$ cat config.mk
export PLATFORM = sky130hd
export DESIGN_NAME = utb_bridge
export DESIGN_NICKNAME = d
export VERILOG_FILES = /design/src/utb_pkg.sv /design/src/utb_strm_if.sv /design/src/utb_bridge.sv /design/src/utb_fifo2.sv
export SDC_FILE = /design/constraint.sdc
export NUM_CORES = 1
export LEC_CHECK = 0
export ABC_CLOCK_PERIOD_IN_PS = 2700
export BUFFER_PORTS_ARGS = -buffer_cell sky130_fd_sc_hd__buf_2
export CAP_MARGIN = 20
export CORE_UTILIZATION = 55
export DETAILED_ROUTE_END_ITERATION = 16
export PLACE_DENSITY = 0.7
export SYNTH_ARGS = -nofsm -noshare
export SYNTH_HDL_FRONTEND = slang
export SYNTH_SLANG_ARGS = --single-unit
$ cat constraint.sdc
create_clock -name clk -period 2.7 [get_ports clk]
set_clock_uncertainty 0.1 [all_clocks]
set_input_delay 0.135 -clock clk [delete_from_list [all_inputs] [get_ports clk]]
set_output_delay 0.135 -clock clk [all_outputs]
set_load 0.01 [all_outputs]
$ cat src/utb_pkg.sv
/*
 utb_pkg: constants, opcodes, reply codes and state types of the serial to
 two-wire command bridge.
 Assumes a 25 MHz system clock; host framing is 8N1 at 57600 baud.
*/
// Contract
// - host serial link runs at 57600 baud
// - A0h makes start, replies B0 or FA
// - A1h writes operand byte, replies B1 or FA
// - A2h reads byte, ack per operand, data+B2
// - A3h makes stop, replies A3 or FA
// - A4h pulses clock nine times, replies A4
// - Eh? samples spare pin, replies 00/01/FA
// - Fh? drives spare pin from operand, replies F0; code replies FA unless operand is 00/01
// - low opcode nibble selects the spare pin
// - bus lines only pulled low or released
// - terminal-ready high holds bridge in reset
// - only generic primitives, no target knowledge
// - two bytes per command, run after second
// - unknown opcode replies FA
// - success only on expected bus acknowledge
package utb_pkg;
  localparam int unsigned SYS_CLK_HZ = 25_000_000;
  localparam int unsigned BAUD_RATE  = 57_600;
  localparam int unsigned BAUD_CYC   = SYS_CLK_HZ / BAUD_RATE;
  localparam int unsigned HALF_CYC   = BAUD_CYC / 2;
  localparam int unsigned QTR_NS     = 2500;
  localparam int unsigned QTR_CYC    =
    (QTR_NS * (SYS_CLK_HZ / 1_000_000) + 999) / 1000;
  localparam int unsigned FRAME_LAST = 9;
  localparam int unsigned TW_LAST    = 8;
  localparam int unsigned ACK_POS    = 0;

  localparam logic [7:0] OPC_START  = 8'ha0;
  localparam logic [7:0] OPC_WRITE  = 8'ha1;
  localparam logic [7:0] OPC_READ   = 8'ha2;
  localparam logic [7:0] OPC_STOP   = 8'ha3;
  localparam logic [7:0] OPC_TOGGLE = 8'ha4;
  localparam logic [3:0] OPC_PIN_RD = 4'he;
  localparam logic [3:0] OPC_PIN_WR = 4'hf;

  localparam logic [7:0] REP_START  = 8'hb0;
  localparam logic [7:0] REP_WRITE  = 8'hb1;
  localparam logic [7:0] REP_READ   = 8'hb2;
  localparam logic [7:0] REP_STOP   = 8'ha3;
  localparam logic [7:0] REP_TOGGLE = 8'ha4;
  localparam logic [7:0] REP_PIN_LO = 8'h00;
  localparam logic [7:0] REP_PIN_HI = 8'h01;
  localparam logic [7:0] REP_PIN_WR = 8'hf0;
  localparam logic [7:0] REP_FAIL   = 8'hfa;

  typedef enum logic [2:0] {
    OPK_START  = 3'h0,
    OPK_WRITE  = 3'h1,
    OPK_READ   = 3'h2,
    OPK_STOP   = 3'h3,
    OPK_TOGGLE = 3'h4,
    OPK_PIN_RD = 3'h5,
    OPK_PIN_WR = 3'h6,
    OPK_BAD    = 3'h7
  } utb_opk_type;

  typedef enum logic [4:0] {
    S_OPC   = 5'h01,
    S_OPR   = 5'h02,
    S_EXEC  = 5'h04,
    S_PUSH  = 5'h08,
    S_PUSH2 = 5'h10
  } utb_state_type;

  function automatic utb_opk_type utb_kind(input logic [7:0] opc);
    utb_opk_type k;
    k = OPK_BAD;
    if (opc == OPC_START) k = OPK_START;
    else if (opc == OPC_WRITE) k = OPK_WRITE;
    else if (opc == OPC_READ) k = OPK_READ;
    else if (opc == OPC_STOP) k = OPK_STOP;
    else if (opc == OPC_TOGGLE) k = OPK_TOGGLE;
    else if (opc[7:4] == OPC_PIN_RD) k = OPK_PIN_RD;
    else if (opc[7:4] == OPC_PIN_WR) k = OPK_PIN_WR;
    return k;
  endfunction : utb_kind
endpackage : utb_pkg

$ cat src/utb_strm_if.sv
/*
 utb_strm_if: valid/ready byte stream between bridge modules.
 Assumes both ends share one clock; a word moves when valid and ready.
*/
`timescale 1ns/1ns
`default_nettype none
interface utb_strm_if #(parameter int unsigned WIDTH = 8);
  logic             valid;
  logic             ready;
  logic [WIDTH-1:0] data;
  modport src (output valid, output data, input ready);
  modport snk (input valid, input data, output ready);
endinterface : utb_strm_if
`default_nettype wire

$ cat src/utb_bridge.sv
/*
 utb_bridge: serial command receiver, two-wire bus primitive engine,
 spare pin access and reply transmitter.
 Assumes pull-ups on both bus lines and sampled pins from outside the
 clock domain; reply bytes pass through a two-entry buffer.
*/
`timescale 1ns/1ns
`default_nettype none
module utb_bridge
  import utb_pkg::*;
#(
  parameter int unsigned SPARE_PINS = 16,
  parameter int unsigned QTR_COUNT  = QTR_CYC
) (
  input  wire logic                  clk,
  input  wire logic                  sys_rst,
  input  wire logic                  host_dtr,
  input  wire logic                  serial_pin_one,
  output logic                       serial_pin_two,
  input  wire logic                  twowire_line_a_i,
  output logic                       twowire_line_a_o,
  output logic                       twowire_line_a_oe_n,
  input  wire logic                  twowire_line_b_i,
  output logic                       twowire_line_b_o,
  output logic                       twowire_line_b_oe_n,
  input  wire logic [SPARE_PINS-1:0] spare_pin_i,
  output logic      [SPARE_PINS-1:0] spare_pin_o
);
  // bit 0 is the first synchroniser stage, read only by bit 1
  logic [1:0]            rx_sy_q, dtr_sy_q, sda_sy_q, scl_sy_q;
  logic [SPARE_PINS-1:0] spare_sy1_q, spare_sy2_q;
  always_ff @(posedge clk) begin
    if (sys_rst) begin
      rx_sy_q     <= 2'h3;
      dtr_sy_q    <= 2'h3;
      sda_sy_q    <= 2'h3;
      scl_sy_q    <= 2'h3;
      spare_sy1_q <= '0;
      spare_sy2_q <= '0;
    end else begin
      rx_sy_q     <= {rx_sy_q[0], serial_pin_one};
      dtr_sy_q    <= {dtr_sy_q[0], host_dtr};
      sda_sy_q    <= {sda_sy_q[0], twowire_line_a_i};
      scl_sy_q    <= {scl_sy_q[0], twowire_line_b_i};
      spare_sy1_q <= spare_pin_i;
      spare_sy2_q <= spare_sy1_q;
    end
  end
  wire rx_in  = rx_sy_q[1];
  wire dtr_in = dtr_sy_q[1];
  wire sda_in = sda_sy_q[1];
  wire scl_in = scl_sy_q[1];
  wire master_clear_n = !(sys_rst || dtr_in);
  wire rst = !master_clear_n;

  // receiver: start bit checked at mid-bit, then 8 data, then stop
  logic       rx_busy_q, rx_vld_q;
  logic [8:0] rx_cnt_q;
  logic [3:0] rx_bit_q;
  logic [7:0] rx_sh_q, rx_byte_q;
  wire        rx_tick = rx_busy_q && (rx_cnt_q == '0);
  always_ff @(posedge clk) begin
    if (rst) begin
      rx_busy_q <= 1'b0;
      rx_vld_q  <= 1'b0;
      rx_cnt_q  <= '0;
      rx_bit_q  <= '0;
      rx_sh_q   <= '0;
      rx_byte_q <= '0;
    end else begin
      rx_vld_q <= 1'b0;
      if (!rx_busy_q) begin
        rx_busy_q <= !rx_in;
        rx_cnt_q  <= 9'(HALF_CYC);
        rx_bit_q  <= '0;
      end else if (!rx_tick) begin
        rx_cnt_q <= rx_cnt_q - 1'b1;
      end else begin
        rx_cnt_q <= 9'(BAUD_CYC - 1);
        rx_bit_q <= rx_bit_q + 1'b1;
        if (rx_bit_q == '0 && rx_in) begin
          rx_busy_q <= 1'b0;
        end else if (rx_bit_q == 4'(FRAME_LAST)) begin
          rx_busy_q <= 1'b0;
          rx_vld_q  <= rx_in;
          rx_byte_q <= rx_sh_q;
        end else if (rx_bit_q != '0) begin
          rx_sh_q <= {rx_in, rx_sh_q[7:1]};
        end
      end
    end
  end

  // reply path: command engine -> buffer -> transmitter
  utb_strm_if #(.WIDTH(8)) rep_in ();
  utb_strm_if #(.WIDTH(8)) rep_out ();
  utb_fifo2 #(.WIDTH(8), .DEPTH(2)) u_rep_buf (
    .clk (clk),
    .rst (rst),
    .wr  (rep_in),
    .rd  (rep_out)
  );

  logic       tx_busy_q;
  logic [8:0] tx_cnt_q;
  logic [3:0] tx_bit_q;
  logic [9:0] tx_sh_q;
  assign rep_out.ready  = !tx_busy_q;
  assign serial_pin_two = tx_sh_q[0];
  always_ff @(posedge clk) begin
    if (rst) begin
      tx_busy_q <= 1'b0;
      tx_cnt_q  <= '0;
      tx_bit_q  <= '0;
      tx_sh_q   <= '1;
    end else if (!tx_busy_q) begin
      if (rep_out.valid) begin
        tx_busy_q <= 1'b1;
        tx_sh_q   <= {1'b1, rep_out.data, 1'b0};
        tx_cnt_q  <= 9'(BAUD_CYC - 1);
        tx_bit_q  <= '0;
      end
    end else if (tx_cnt_q != '0) begin
      tx_cnt_q <= tx_cnt_q - 1'b1;
    end else begin
      tx_cnt_q  <= 9'(BAUD_CYC - 1);
      tx_bit_q  <= tx_bit_q + 1'b1;
      tx_sh_q   <= {1'b1, tx_sh_q[9:1]};
      tx_busy_q <= (tx_bit_q != 4'(FRAME_LAST));
    end
  end

  // command engine
  utb_state_type state_q;
  utb_opk_type   op_q;
  logic [7:0]    opc_q, opr_q, rep_q;
  logic [1:0]    ph_q;
  logic [3:0]    bit_q;
  logic [8:0]    txb_q, smp_q;
  logic          fail_q, sda_low_q, scl_low_q;
  logic [15:0]   q_cnt_q;
  logic [SPARE_PINS-1:0] spare_q;

  wire utb_opk_type kind = utb_kind(opc_q);
  wire [3:0] pin_idx  = opc_q[3:0];
  wire       pin_ok   = 32'(pin_idx) < SPARE_PINS;
  wire       pin_val  = spare_sy2_q[pin_idx];
  // pin replies are decoded while the operand is being taken; the pin index comes from the opcode
  wire       wr_arg   = (rx_byte_q[7:1] == '0);
  wire       in_exec  = (state_q == S_EXEC);
  wire       qtick    = in_exec && (q_cnt_q == '0);
  wire       is_bits  = op_q inside {OPK_WRITE, OPK_READ, OPK_TOGGLE};
  wire       ex_last  = qtick && ph_q == 2'h3
                        && (!is_bits || bit_q == 4'(TW_LAST));
  wire       bus_idle = sda_in && scl_in;
  // a stop only counts when both lines were seen to rise
  wire       stop_bad = (op_q == OPK_STOP) && !bus_idle;
  // a write must see its own bits and a low acknowledge
  wire       wr_bad   = (op_q == OPK_WRITE) && (smp_q != {opr_q, 1'b0});
  wire       tw_fail  = fail_q || wr_bad || stop_bad;
  wire [7:0] tw_rep   =
    tw_fail              ? REP_FAIL   :
    (op_q == OPK_START)  ? REP_START  :
    (op_q == OPK_WRITE)  ? REP_WRITE  :
    (op_q == OPK_READ)   ? smp_q[8:1] :
    (op_q == OPK_STOP)   ? REP_STOP   : REP_TOGGLE;
  wire [7:0] pin_rep  =
    (kind == OPK_PIN_RD && pin_ok) ? (pin_val ? REP_PIN_HI : REP_PIN_LO) :
    (kind == OPK_PIN_WR && pin_ok && wr_arg) ? REP_PIN_WR : REP_FAIL;
  wire [8:0] txb_init =
    (kind == OPK_WRITE) ? {rx_byte_q, 1'b1} :
    (kind == OPK_READ)  ? {8'hff, !rx_byte_q[ACK_POS]} : 9'h1ff;
  wire       opr_take = (state_q == S_OPR) && rx_vld_q;
  wire       tw_kind  = kind inside {OPK_START, OPK_WRITE, OPK_READ,
                                     OPK_STOP, OPK_TOGGLE};

  assign rep_in.valid = (state_q == S_PUSH) || (state_q == S_PUSH2);
  assign rep_in.data  = (state_q == S_PUSH2) ? REP_READ : rep_q;
  assign spare_pin_o  = spare_q;
  // lines are only ever pulled low or let go to the pull-ups
  assign twowire_line_a_o    = 1'b0;
  assign twowire_line_b_o    = 1'b0;
  assign twowire_line_a_oe_n = !sda_low_q;
  assign twowire_line_b_oe_n = !scl_low_q;

  // quarter-bit sequencer; each bit is four quarters long
  always_ff @(posedge clk) begin
    if (rst) begin
      ph_q      <= '0;
      bit_q     <= '0;
      txb_q     <= '1;
      smp_q     <= '0;
      fail_q    <= 1'b0;
      sda_low_q <= 1'b0;
      scl_low_q <= 1'b0;
    end else if (opr_take) begin
      ph_q   <= '0;
      bit_q  <= '0;
      txb_q  <= txb_init;
      fail_q <= 1'b0;
    end else if (qtick) begin
      ph_q <= ph_q + 1'b1;
      case (op_q)
        OPK_START: begin
          if (ph_q == 2'h0) sda_low_q <= 1'b0;
          if (ph_q == 2'h1) scl_low_q <= 1'b0;
          if (ph_q == 2'h2) begin
            sda_low_q <= 1'b1;
            fail_q    <= !bus_idle;
          end
          if (ph_q == 2'h3) scl_low_q <= 1'b1;
        end
        OPK_STOP: begin
          if (ph_q == 2'h0) begin
            scl_low_q <= 1'b1;
            sda_low_q <= 1'b1;
          end
          if (ph_q == 2'h1) scl_low_q <= 1'b0;
          if (ph_q == 2'h2) sda_low_q <= 1'b0;
        end
        OPK_WRITE, OPK_READ, OPK_TOGGLE: begin
          if (ph_q == 2'h0) begin
            scl_low_q <= 1'b1;
            sda_low_q <= !txb_q[8];
          end
          if (ph_q == 2'h1) scl_low_q <= 1'b0;
          if (ph_q == 2'h2) smp_q <= {smp_q[7:0], sda_in};
          if (ph_q == 2'h3) begin
            scl_low_q <= 1'b1;
            txb_q     <= {txb_q[7:0], 1'b1};
            bit_q     <= bit_q + 1'b1;
            if (bit_q == 4'(TW_LAST)) sda_low_q <= 1'b0;
          end
        end
        default: ph_q <= ph_q + 1'b1;
      endcase
    end
  end

  always_ff @(posedge clk) begin
    if (rst || !in_exec || q_cnt_q == '0) q_cnt_q <= 16'(QTR_COUNT - 1);
    else q_cnt_q <= q_cnt_q - 1'b1;
  end

  always_ff @(posedge clk) begin
    if (rst) begin
      state_q <= S_OPC;
      opc_q   <= '0;
      opr_q   <= '0;
      rep_q   <= '0;
      op_q    <= OPK_BAD;
      spare_q <= '0;
    end else begin
      case (state_q)
        S_OPC: if (rx_vld_q) begin
          opc_q   <= rx_byte_q;
          state_q <= S_OPR;
        end
        S_OPR: if (rx_vld_q) begin
          opr_q   <= rx_byte_q;
          op_q    <= kind;
          rep_q   <= pin_rep;
          state_q <= tw_kind ? S_EXEC : S_PUSH;
          if (kind == OPK_PIN_WR && pin_ok && wr_arg) begin
            spare_q[pin_idx] <= rx_byte_q[0];
          end
        end
        S_EXEC: if (ex_last) begin
          rep_q   <= tw_rep;
          state_q <= S_PUSH;
        end
        S_PUSH: if (rep_in.ready) begin
          state_q <= (op_q == OPK_READ && !tw_fail) ? S_PUSH2 : S_OPC;
        end
        S_PUSH2: if (rep_in.ready) state_q <= S_OPC;
        default: state_q <= S_OPC;
      endcase
    end
  end

  AST_SDA_OPEN_DRAIN: assert property (@(posedge clk)
    twowire_line_a_o == 1'b0)
    else $error("data line driven high");
  AST_SCL_OPEN_DRAIN: assert property (@(posedge clk)
    twowire_line_b_o == 1'b0)
    else $error("clock line driven high");
  AST_RESET_IDLE: assert property (@(posedge clk)
    rst |=> state_q == S_OPC && twowire_line_a_oe_n && twowire_line_b_oe_n)
    else $error("bridge not idle after reset");
  AST_FAIL_UNKNOWN: assert property (@(posedge clk) disable iff (rst)
    opr_take && kind == OPK_BAD |=> state_q == S_PUSH && rep_q == REP_FAIL)
    else $error("unknown opcode not refused");
  AST_OPC_WAITS: assert property (@(posedge clk) disable iff (rst)
    state_q == S_OPC |=> state_q == S_OPC || state_q == S_OPR)
    else $error("command ran on one byte");
  AST_REPLY_HOLDS: assert property (@(posedge clk) disable iff (rst)
    rep_in.valid && !rep_in.ready |=> rep_in.valid && $stable(rep_in.data))
    else $error("reply changed while stalled");
  AST_START_LOW: assert property (@(posedge clk) disable iff (rst)
    qtick && op_q == OPK_START && ph_q == 2'h3 |=> sda_low_q && scl_low_q)
    else $error("start left lines released");

  COV_TOGGLE: cover property (@(posedge clk) ex_last && op_q == OPK_TOGGLE);
  COV_READ2: cover property (@(posedge clk) state_q == S_PUSH2);
  COV_PIN_WR: cover property (@(posedge clk) opr_take && kind == OPK_PIN_WR);
endmodule : utb_bridge
`default_nettype wire

$ cat src/utb_fifo2.sv
/*
 utb_fifo2: small buffer of DEPTH words (two by default) in the reply path.
 Assumes a synchronous active-high reset; DEPTH is a power of two.
*/
`timescale 1ns/1ns
`default_nettype none
module utb_fifo2 #(
  parameter int unsigned WIDTH = 8,
  parameter int unsigned DEPTH = 2
) (
  input  wire logic   clk,
  input  wire logic   rst,
  utb_strm_if.snk     wr,
  utb_strm_if.src     rd
);
  localparam int unsigned AW = $clog2(DEPTH);
  logic [WIDTH-1:0] mem_q [DEPTH];
  logic [AW-1:0]    wptr_q;
  logic [AW-1:0]    rptr_q;
  logic [AW:0]      cnt_q;
  wire              push = wr.valid && wr.ready;
  wire              pop  = rd.valid && rd.ready;

  assign wr.ready = (cnt_q < (AW+1)'(DEPTH));
  assign rd.valid = (cnt_q != '0);
  assign rd.data  = mem_q[rptr_q];

  always_ff @(posedge clk) begin
    if (push) mem_q[wptr_q] <= wr.data;
  end

  always_ff @(posedge clk) begin
    if (rst) begin
      wptr_q <= '0;
      rptr_q <= '0;
      cnt_q  <= '0;
    end else begin
      if (push) wptr_q <= wptr_q + 1'b1;
      if (pop) rptr_q <= rptr_q + 1'b1;
      cnt_q <= cnt_q + (AW+1)'(push) - (AW+1)'(pop);
    end
  end

  AST_FIFO_FULL_STALL: assert property (@(posedge clk) disable iff (rst)
    cnt_q == (AW+1)'(DEPTH) |-> !wr.ready)
    else $error("buffer accepts while full");
endmodule : utb_fifo2
`default_nettype wire

# == Word level (Yosys, flattened, before mapping) ==
# Memories as Yosys holds them, arrays and structs flattened. A register that Yosys moved wholly into a read port is not among the register bits.
# Cells that the tools add are included.
# word_totals
mem_count,1
rom_bits,0
output_inout_bits,21
reg_bits,190
latchBits,0
word_cells,235
in_bits,22
mem_bits_rw,16
# mem_list
name,depth,width,read_ports,rd_ports_with_merged_regs,write_ports,line,text
u_rep_buf.mem_q,2,8,1,1,1,utb_fifo2.sv:17,logic [WIDTH-1:0] mem_q [DEPTH];
# op_classes
bitwise_logic,5
addsub,11
mux,74
n_shift,0
n_div,0
n_lt_le_gt_ge,3
mul,0
n_eq_ne,38
n_reduce_logical,68
# ops
op,count
$mux 9,9
$mux 8,9
$eq 8x8->1 const B,5
$mux 10,3
$mux 5,6
$mux 1,28
$pmux 5 s5,1
$mux 4,5
$sub 9x1->9 const B,2
$bwmux 16,1
$eq 4x4->1 const B,4
$logic_not 16->1,1
$pmux 8 s2,1
$sub 16x1->16 const B,1
$mux 3,5
$reduce_and 3->1,5
$reduce_and 5->1,3
$logic_and 1x1->1,14
$add 4x1->4 const B,3
$eq 3x2->1 const B,4
$eq 3x3->1 const B,4
$reduce_and 4->1,3
$reduce_bool 2->1,6
$logic_not 1->1,10
other kinds (39),66

# == Depth between registers and ports, before layout ==
# Gate-level depths: netlist of the first run.
# depth
depth_word,14
ltp_mapped,9
depth_no_buf,8

# == Modules after synthesis ==
# A second synthesis of the first run with hierarchy kept.
# hier_totals
cells_unflattened,947
hier_area_um2,8785.9
# by_module_without_submodules
module,seq_area_each_um2,instances,cells_per_inst,area_each_um2
utb_bridge,3703.6,1,895,7962.6
utb_fifo2,580.6,1,52,823.3

# == Worst setup path after synthesis of the first run ==
# Ideal clock, no wire load.
# synth_timing
kind,register -> register
startpoint,reg rx_cnt_q[0]
endpoint,reg rx_byte_q[1]
n_path_buf,2
path_slack_ns,0.352
required_time_ns,2.472
setup_time_ns,0.128
path_stages_with_launch,10
t_arrival_ns,2.121
synth_period_minus_slack_ns,2.348
path_cell_list,dfxtp_1 inv_1 ha_1 or3b_1 buf_2 or4_4 nor4_1 buf_4 mux2i_1 nor2_1
# synth_between
elab_chain_len,3
# synth_rtl
item,line,text
"start, declared",utb_bridge.sv:58,logic [8:0] rx_cnt_q;
"start signal, assigned",utb_bridge.sv:74,rx_cnt_q <= 9'(HALF_CYC);
"start signal, assigned",utb_bridge.sv:77,rx_cnt_q <= rx_cnt_q - 1'b1;
"start signal, assigned",utb_bridge.sv:79,rx_cnt_q <= 9'(BAUD_CYC - 1);
$logic_not 9->1,utb_bridge.sv:61,wire rx_tick = rx_busy_q && (rx_cnt_q == '0);
$logic_and 1x1->1,utb_bridge.sv:61,
$reduce_and 4->1 (no source line),--,
"end signal, assigned",utb_bridge.sv:86,rx_byte_q <= rx_sh_q;
"end, declared",utb_bridge.sv:60,"logic [7:0] rx_sh_q, rx_byte_q;"
# No other way between the ends.
# A chain may end at the register's enable or synchronous reset.

# == Final worst setup path of the first run ==
# layout_timing
startpoint,reg rx_cnt_q[0]
endpoint,reg rx_sh_q[6]
# layout_between
elab_chain_len,3
# layout_rtl
item,line,text
$logic_not 9->1,utb_bridge.sv:61,
$logic_and 1x1->1,utb_bridge.sv:61,
$reduce_and 5->1 (no source line),--,
"end signal, assigned",utb_bridge.sv:88,"rx_sh_q <= {rx_in, rx_sh_q[7:1]};"
"end, declared",utb_bridge.sv:60,
# No other way between the ends.

==> out/qor.csv, run 1 <==
stage,metric,value,unit
pwr,p_leak,3.936,nW
global_route,antenna_found_initial,0,
synthesis,syn_area,0.008811,mm2
sta,post-route-period-util,0.9205,
pwr,pwr-share-seq,0.515,
die,die_h,128.6,um
critical_path,ff2ff_setup_slack,0.21,ns
synthesis,ys_dominant_reg_cell,dfxtp_1,
sta,tns,0,ns
critical_path,timing.rr.start,rx_cnt_q[0]$_SDFF_PP0_,
routing,drcViolationCount,0,
clocking,cts_buffer_depth,3,
place,dp_hpwl,11.88,mm
critical_path,crit_path_start_kind,register,
routing,routedWlPerCell,14.39,um
routing,initialDrtViolationCount,323,
routing,routed_wl,17.93,mm
finish,fin_cells,1246,
critical_path,path_class,reg -> reg,
outcome,status,"finished, final reports clean",
clocking,clock_latency,0.49,ns
synthesis,synth-seq-cells,206,
synthesis,synth_edf_count,16,
pwr,clockPowerShare,0.465,
routing,drtPass1Iterations,4,
pwr,p_int,4.809,mW
synthesis,netlist_top_cells_area,"dfxtp_1 43%, mux2i_1 6.8%, edfxtp_1 5.5%",
pwr,swShare,0.2040,
worst_hold_path,hp-class,in -> reg,
critical_path,worst_ep_arrival_time,2.76,ns
critical_path,end_kind,register,
synthesis,synth_top_area_cell,dfxtp_1,
routing,num_vias,6755,
worst_hold_path,holdPathStages,2,
sta,hold_viol,0,
place,gp_congestion,0.8196,
pwr,power_density,593.2,mW/mm2
synthesis,syn_inst,962,
die,core,0.01543,mm2
critical_path,timing.rr.end,rx_sh_q[6]$_SDFFE_PP0P_,
sta,post-route-min-period,2.485,ns
clocking,htreeDepth,1,
global_route,grt_pass1_vias,6404,
global_route,overflow,0,
global_route,track_usage,0.2275,
clocking,cts_setup_buffers,0,
routing,ant_nets,0,
synthesis,yosysWarnings,0,
synthesis,syn_avg_cell_area,9.159,um2
global_route,grt_max_degree,57,
global_route,grt_pass1_wl,30.65,mm
pwr,combPwrFrac,0.021,
routing,via_per_inst,5.421,
finish,finalInstanceArea,0.01018,mm2
sta,maxSlewViolCount,0,
synthesis,async_reset_ff_frac,0,
die,start_util,0.5711,
clocking,cts_tree,built,
place,placedInstanceArea,0.009320,mm2
finish,diodes,0,
clocking,cts_buffers,21,
die,io_pins,43,
die,dieArea,0.01653,mm2
die,die_x,128.6,um
job,maxCapViolCount,0,
clocking,cts-root-buf,clkbuf_16,
pwr,irDropWorstVdd,547.1,uV
worst_hold_path,whs_endpoint,spare_sy1_q[1]$_SDFF_PP0_,
synthesis,yosysTopAreaCellShare,0.4317,
synthesis,ys_seq_area_frac,0.4862,
place,dp.cells,1192,
clocking,clock_sinks,206,
critical_path,required,2.98,ns
finish,drive_gt1_frac,0.1246,
sta,slew-limit-headroom,0.5513,
finish,layout.nets,1062,
worst_hold_path,hp-start,sys_rst,
critical_path,reg2regPathDepth,7,
sta,worst_pin_slew,0.6721,ns
finish,syn_to_final_growth,15.59,%
die,rows,45,
synthesis,synth_cell_type_count,66,
pwr,power.switching,1.232,mW
sta,finalSetupViolCount,0,
sta,fmax,402.3,MHz
clocking,clk_pin_slew_worst_paths,0.06,ns
place,port_buffers,40,
critical_path,critPathMaxFanout,13,
logic make-up after synthesis:
kind of cell,Yosys count,share of synthesized area
AND/OR/NAND/NOR,380,0.2180
flip-flops,206,0.4862
AO/OA/AOI/OAI,181,0.1301
buffers and inverters,80,0.03607
multiplexers,62,0.07072
XOR/XNOR,36,0.03579
adder cells (fa/ha/maj),16,0.02272
other,1,0.0004256
area by class of cell:
cell class                      instances  area, um2
Fill cell                            1288       5243
Sequential cell                       206       4284
Multi-Input combinational cell        677       4227
Timing Repair Buffer                   92      653.1
Clock buffer                           24      546.8
Tap cell                              211      264.0
Clock inverter                         10      112.6
Inverter                               26      97.59
through the flow:
step / power [mW] / hold WS, ns / utilization / setup slack [ns]
after detailed placement: 3.278 / 0.2224 / 0.6041 / 0.04311
final: 6.041 / 0.06978 / 0.6602 / 0.2146
after global routing: 6.244 / 0.1095 / 0.6602 / -0.01289
after CTS: 6.099 / 0.06428 / 0.6599 / 0.03102
after global placement: 3.277 / 0.2169 / 0.6041 / 0.02973
after floorplan: 3.246 / 0.1388 / - / 0.3516
routing by layer:
| metal | up-vias | global-route usage | share of wire |
|---|---|---|---|
| li1 | 3477 | - | - |
| met1 | 3126 | 0.2989 | 0.47 |
| met2 | 112 | 0.3746 | 0.46 |
| met3 | 40 | 0.03909 | 0.041 |
| met4 | 0 | 0.08720 | 0.030 |
| met5 | - | 0 | 0 |
how the worst max path moves through the flow:
stage	start	to	depth (start not counted)
floorplan	rx_cnt_q[0]$_SDFF_PP0_	rx_byte_q[1]$_SDFFE_PP0P_	9
global placement	q_cnt_q[0]$_SDFF_PP0_	rep_q[0]$_SDFFE_PP0P_	9
detailed placement	q_cnt_q[0]$_SDFF_PP0_	rep_q[0]$_SDFFE_PP0P_	9
CTS	q_cnt_q[0]$_SDFF_PP0_	rep_q[0]$_SDFFE_PP0P_	9
global route	q_cnt_q[0]$_SDFF_PP0_	rep_q[0]$_SDFFE_PP0P_	9
finish	rx_cnt_q[0]$_SDFF_PP0_	rx_sh_q[6]$_SDFFE_PP0P_	7
sequential cells by signal (all words and copies together) (netlist names), 9 cells and up, named ones only:
signal           count
smp_q                9
spare_sy1_q         16
u_rep_buf.mem_q     16
q_cnt_q             16
spare_pin_o         16
spare_sy2_q         16
txb_q                9
tx_cnt_q             9
tx_sh_q              9
rx_cnt_q             9
power by group through the flow:
stage	clock network (mW)	logic [mW]	registers [mW]
after floorplan	0	0.0707	3.17
after global placement	0	0.0995	3.18
after detailed placement	0	0.101	3.18
after CTS	2.87	0.123	3.11
after global routing	3.00	0.137	3.11
final	2.81	0.125	3.11
cell usage after synthesis, types with 6 or more instances:
| library cell | instances |
|---|---|
| or2_2 | 12 |
| a211oi_1 | 14 |
| o31ai_1 | 9 |
| xnor2_1 | 14 |
| nand3_1 | 17 |
| ha_1 | 16 |
| a21oi_1 | 69 |
| nand2_1 | 85 |
| nand4_1 | 7 |
| xor2_1 | 22 |
| and2_1 | 6 |
| or3_1 | 8 |
| mux2i_1 | 60 |
| nor2_1 | 107 |
| dfxtp_1 | 190 |
| clkbuf_1 | 43 |
| nor2b_1 | 51 |
| and3_1 | 6 |
| o21ai_0 | 30 |
| o211ai_1 | 13 |
| nor3_1 | 20 |
| a31oi_1 | 9 |
| nor4_1 | 19 |
| edfxtp_1 | 16 |
| or4_1 | 7 |
| nand2b_1 | 16 |
| inv_1 | 26 |
what timing repair did:
item                                   in CTS  in global routing
gates resized for setup                     0                  1
setup endpoints to repair                   0                  1
hold buffers                               20                  0
endpoints found under the hold margin      20                  0
worst max-delay path, cell delays in order, from the launching register on:
cell and delay (ns):
dfxtp_1 0.33, inv_1 0.06, ha_1 0.17, or3b_1 0.37
or4_4 0.53, nor3_4 0.49, mux2i_1 0.26, nor2_1 0.05
layout by cell type, fill, tap and decap left out, types with 5 or more instances in the layout:
| cell | instances |
|---|---|
| a211oi_1 | 13 |
| a21oi_1 | 69 |
| a31oi_1 | 9 |
| and2_1 | 6 |
| and3_1 | 6 |
| buf_2 | 40 |
| buf_4 | 31 |
| clkbuf_16 | 21 |
| dfxtp_1 | 190 |
| dlygate4sd3_1 | 20 |
| edfxtp_1 | 16 |
| ha_1 | 16 |
| inv_1 | 26 |
| mux2i_1 | 60 |
| nand2_1 | 85 |
| nand2b_1 | 16 |
| nand3_1 | 17 |
| nand4_1 | 7 |
| nand4b_1 | 5 |
| nor2_1 | 106 |
| nor2b_1 | 51 |
| nor3_1 | 20 |
| nor4_1 | 18 |
| o211ai_1 | 13 |
| o21ai_0 | 30 |
| o31ai_1 | 9 |
| or2_2 | 12 |
| or3_1 | 8 |
| or4_1 | 7 |
| xnor2_1 | 14 |
| xor2_1 | 22 |
No activity file was read; power rests on OpenSTA's default activity.
==> run 2: changes to the inputs <==
ABC_CLOCK_PERIOD_IN_PS = 3100   (was 2700)
clock period = 3.1 ns   (was 2.7 ns; I/O delays follow)
==> run 2 against run 1 <==
Utilization barely moved. Non-clock buffer count down 13. Fmax decreased by 14%. Sequential share of layout area hardly changed. Worst hold slack gained 0.0027 ns.
==> out/qor.csv, run 2 (synthesis results as in run 1) <==
stage,metric,value,unit
routing,drcViolationCount,0,
sta,post-route-min-period,2.879,ns
pwr,p_leak,3.907,nW
pwr,irDropWorstVdd,420.8,uV
sta,tns,0,ns
clocking,cts_tree,built,
routing,num_vias,6803,
sta,post-route-period-util,0.9286,
clocking,clock_sinks,206,
clocking,htreeDepth,1,
critical_path,critPathMaxFanout,9,
clocking,clock_latency,0.51,ns
die,core,0.01543,mm2
finish,finalInstanceArea,0.01018,mm2
clocking,cts.repair.resized,0,
finish,fin_cells,1238,
place,placedInstanceArea,0.009210,mm2
critical_path,cp_slowest_cell,nor4b_1,
clocking,cts-root-buf,clkbuf_16,
critical_path,required,3.38,ns
routing,initialDrtViolationCount,351,
job,maxCapViolCount,0,
routing,via_per_inst,5.495,
die,io_pins,43,
clocking,cts_setup_buffers,0,
sta,worst_pin_slew,0.7933,ns
critical_path,path_cells,inv_1 > ha_1 > nor4b_1 > nand4_2 > o31a_1 > a211oi_1 > a21oi_1,
die,start_util,0.5711,
finish,diodes,0,
critical_path,path_class,reg -> reg,
sta,maxSlewViolCount,0,
global_route,grt_pass1_vias,6491,
die,dieArea,0.01653,mm2
critical_path,max_stage_delay,0.57,ns
critical_path,crit_path_start_kind,register,
routing,routedWlPerCell,14.71,um
routing,routed_wl,18.21,mm
finish,layout.nets,1050,
global_route,antenna_found_initial,0,
die,die_h,128.6,um
die,die_x,128.6,um
global_route,overflow,0,
sta,fmax,347.4,MHz
finish,final_common_cell,dfxtp_1,
sta,slew-limit-headroom,0.4663,
critical_path,worst_ep_arrival_time,3.16,ns
place,port_buffers,40,
finish,syn_to_final_growth,15.51,%
clocking,cts_buffer_depth,3,
critical_path,end_kind,register,
worst_hold_path,hp-class,in -> reg,
clocking,clk_pin_slew_worst_paths,0.06,ns
routing,drtPass1Iterations,5,
global_route,grt_pass1_wl,30.68,mm
sta,finalSetupViolCount,0,
global_route,track_usage,0.2261,
global_route,grt_max_degree,43,
pwr,power_density,546.0,mW/mm2
die,rows,45,
finish,final_cell_mix,"190 x dfxtp_1, 106 x nor2_1, 85 x nand2_1",
place,dp.cells,1179,
sta,hold_viol,0,
clocking,cts_buffers,22,
outcome,status,"finished, final reports clean",
sta,rsz0062_at_grt,no,
routing,ant_nets,0,
clocking,ctsHoldBuffers,20,
finish,drive_gt1_frac,0.1159,
place,dp_hpwl,11.87,mm
place,gp_congestion,0.8531,
==> run 2: changes by cell type in the layout (fill, tap and decap cells not counted), moves of 2 or more <==
cell / delta
buf_4: -12
bufinv_16: +2
clkinv_4: -3
clkinvlp_4: +2
==> run 2: area by class of cell <==
cell class / count / area (um2)
repair buffers: 79 / 543.0
multi-input cells: 677 / 4222
inverters: 26 / 97.59
well taps: 211 / 264.0
clock buffers: 27 / 589.3
clock inverters: 12 / 177.7
fillers: 1262 / 5250
flip-flops and latches: 206 / 4284
==> run 2: critical path: cells and delay by family, from the launching register on <==
| family | cells | cell delay (ns) |
|---|---|---|
| DFF | 1 | 0.34 |
| buffers and inverters | 1 | 0.07 |
| adders and majority gates | 1 | 0.26 |
| and+or+nand+nor | 2 | 0.97 |
| AOI/OAI and AO/OA | 3 | 1.01 |
==> run 2: path summary, 6_finish.rpt <==
check                                            start                        end  slack (ns)  cells past startpoint
worst max-delay path             q_cnt_q[0]$_SDFF_PP0_      rep_q[0]$_SDFFE_PP0P_        0.22                      7
worst min-delay path                           sys_rst  spare_sy2_q[3]$_SDFF_PP0_        0.07                      2
worst max register to register   q_cnt_q[0]$_SDFF_PP0_      rep_q[0]$_SDFFE_PP0P_        0.22                      7
worst min register to register  dtr_sy_q[0]$_SDFF_PP1_     dtr_sy_q[1]$_SDFF_PP1_        0.31                      1
==> run 2: through the flow <==
| step | setup WS (ns) | hold slack (ns) | total power, mW | util |
|---|---|---|---|---|
| 2_1_floorplan | 0.7516 | 0.1588 | 2.827 | - |
| 3_3_place_gp | 0.4116 | 0.2386 | 2.852 | 0.5970 |
| 3_5_place_dp | 0.2697 | 0.2390 | 2.853 | 0.5970 |
| 4_1_cts | 0.2569 | 0.06817 | 5.611 | 0.6597 |
| 5_1_grt | 0.1209 | 0.1098 | 5.742 | 0.6597 |
| 6_report | 0.2214 | 0.07245 | 5.557 | 0.6597 |
==> run 2: report_power, final <==
group          switching, mW  internal (mW)  leakage [nW]
combinational         0.0511         0.0546          1.84
sequential           0.00780           2.70          1.70
clock                   1.05           1.69         0.366
total                   1.11           4.45          3.91
==> run 2: metal layers <==
metal / part of all wire / up-vias / track usage / wire length (um)
met4: 0.022 / 0 / 0.07958 / 399
met5: 0 / - / 0 / 0
met1: 0.45 / 3157 / 0.2867 / 8272
li1: - / 3446 / - / -
met2: 0.48 / 167 / 0.3882 / 8706
met3: 0.046 / 33 / 0.03867 / 832
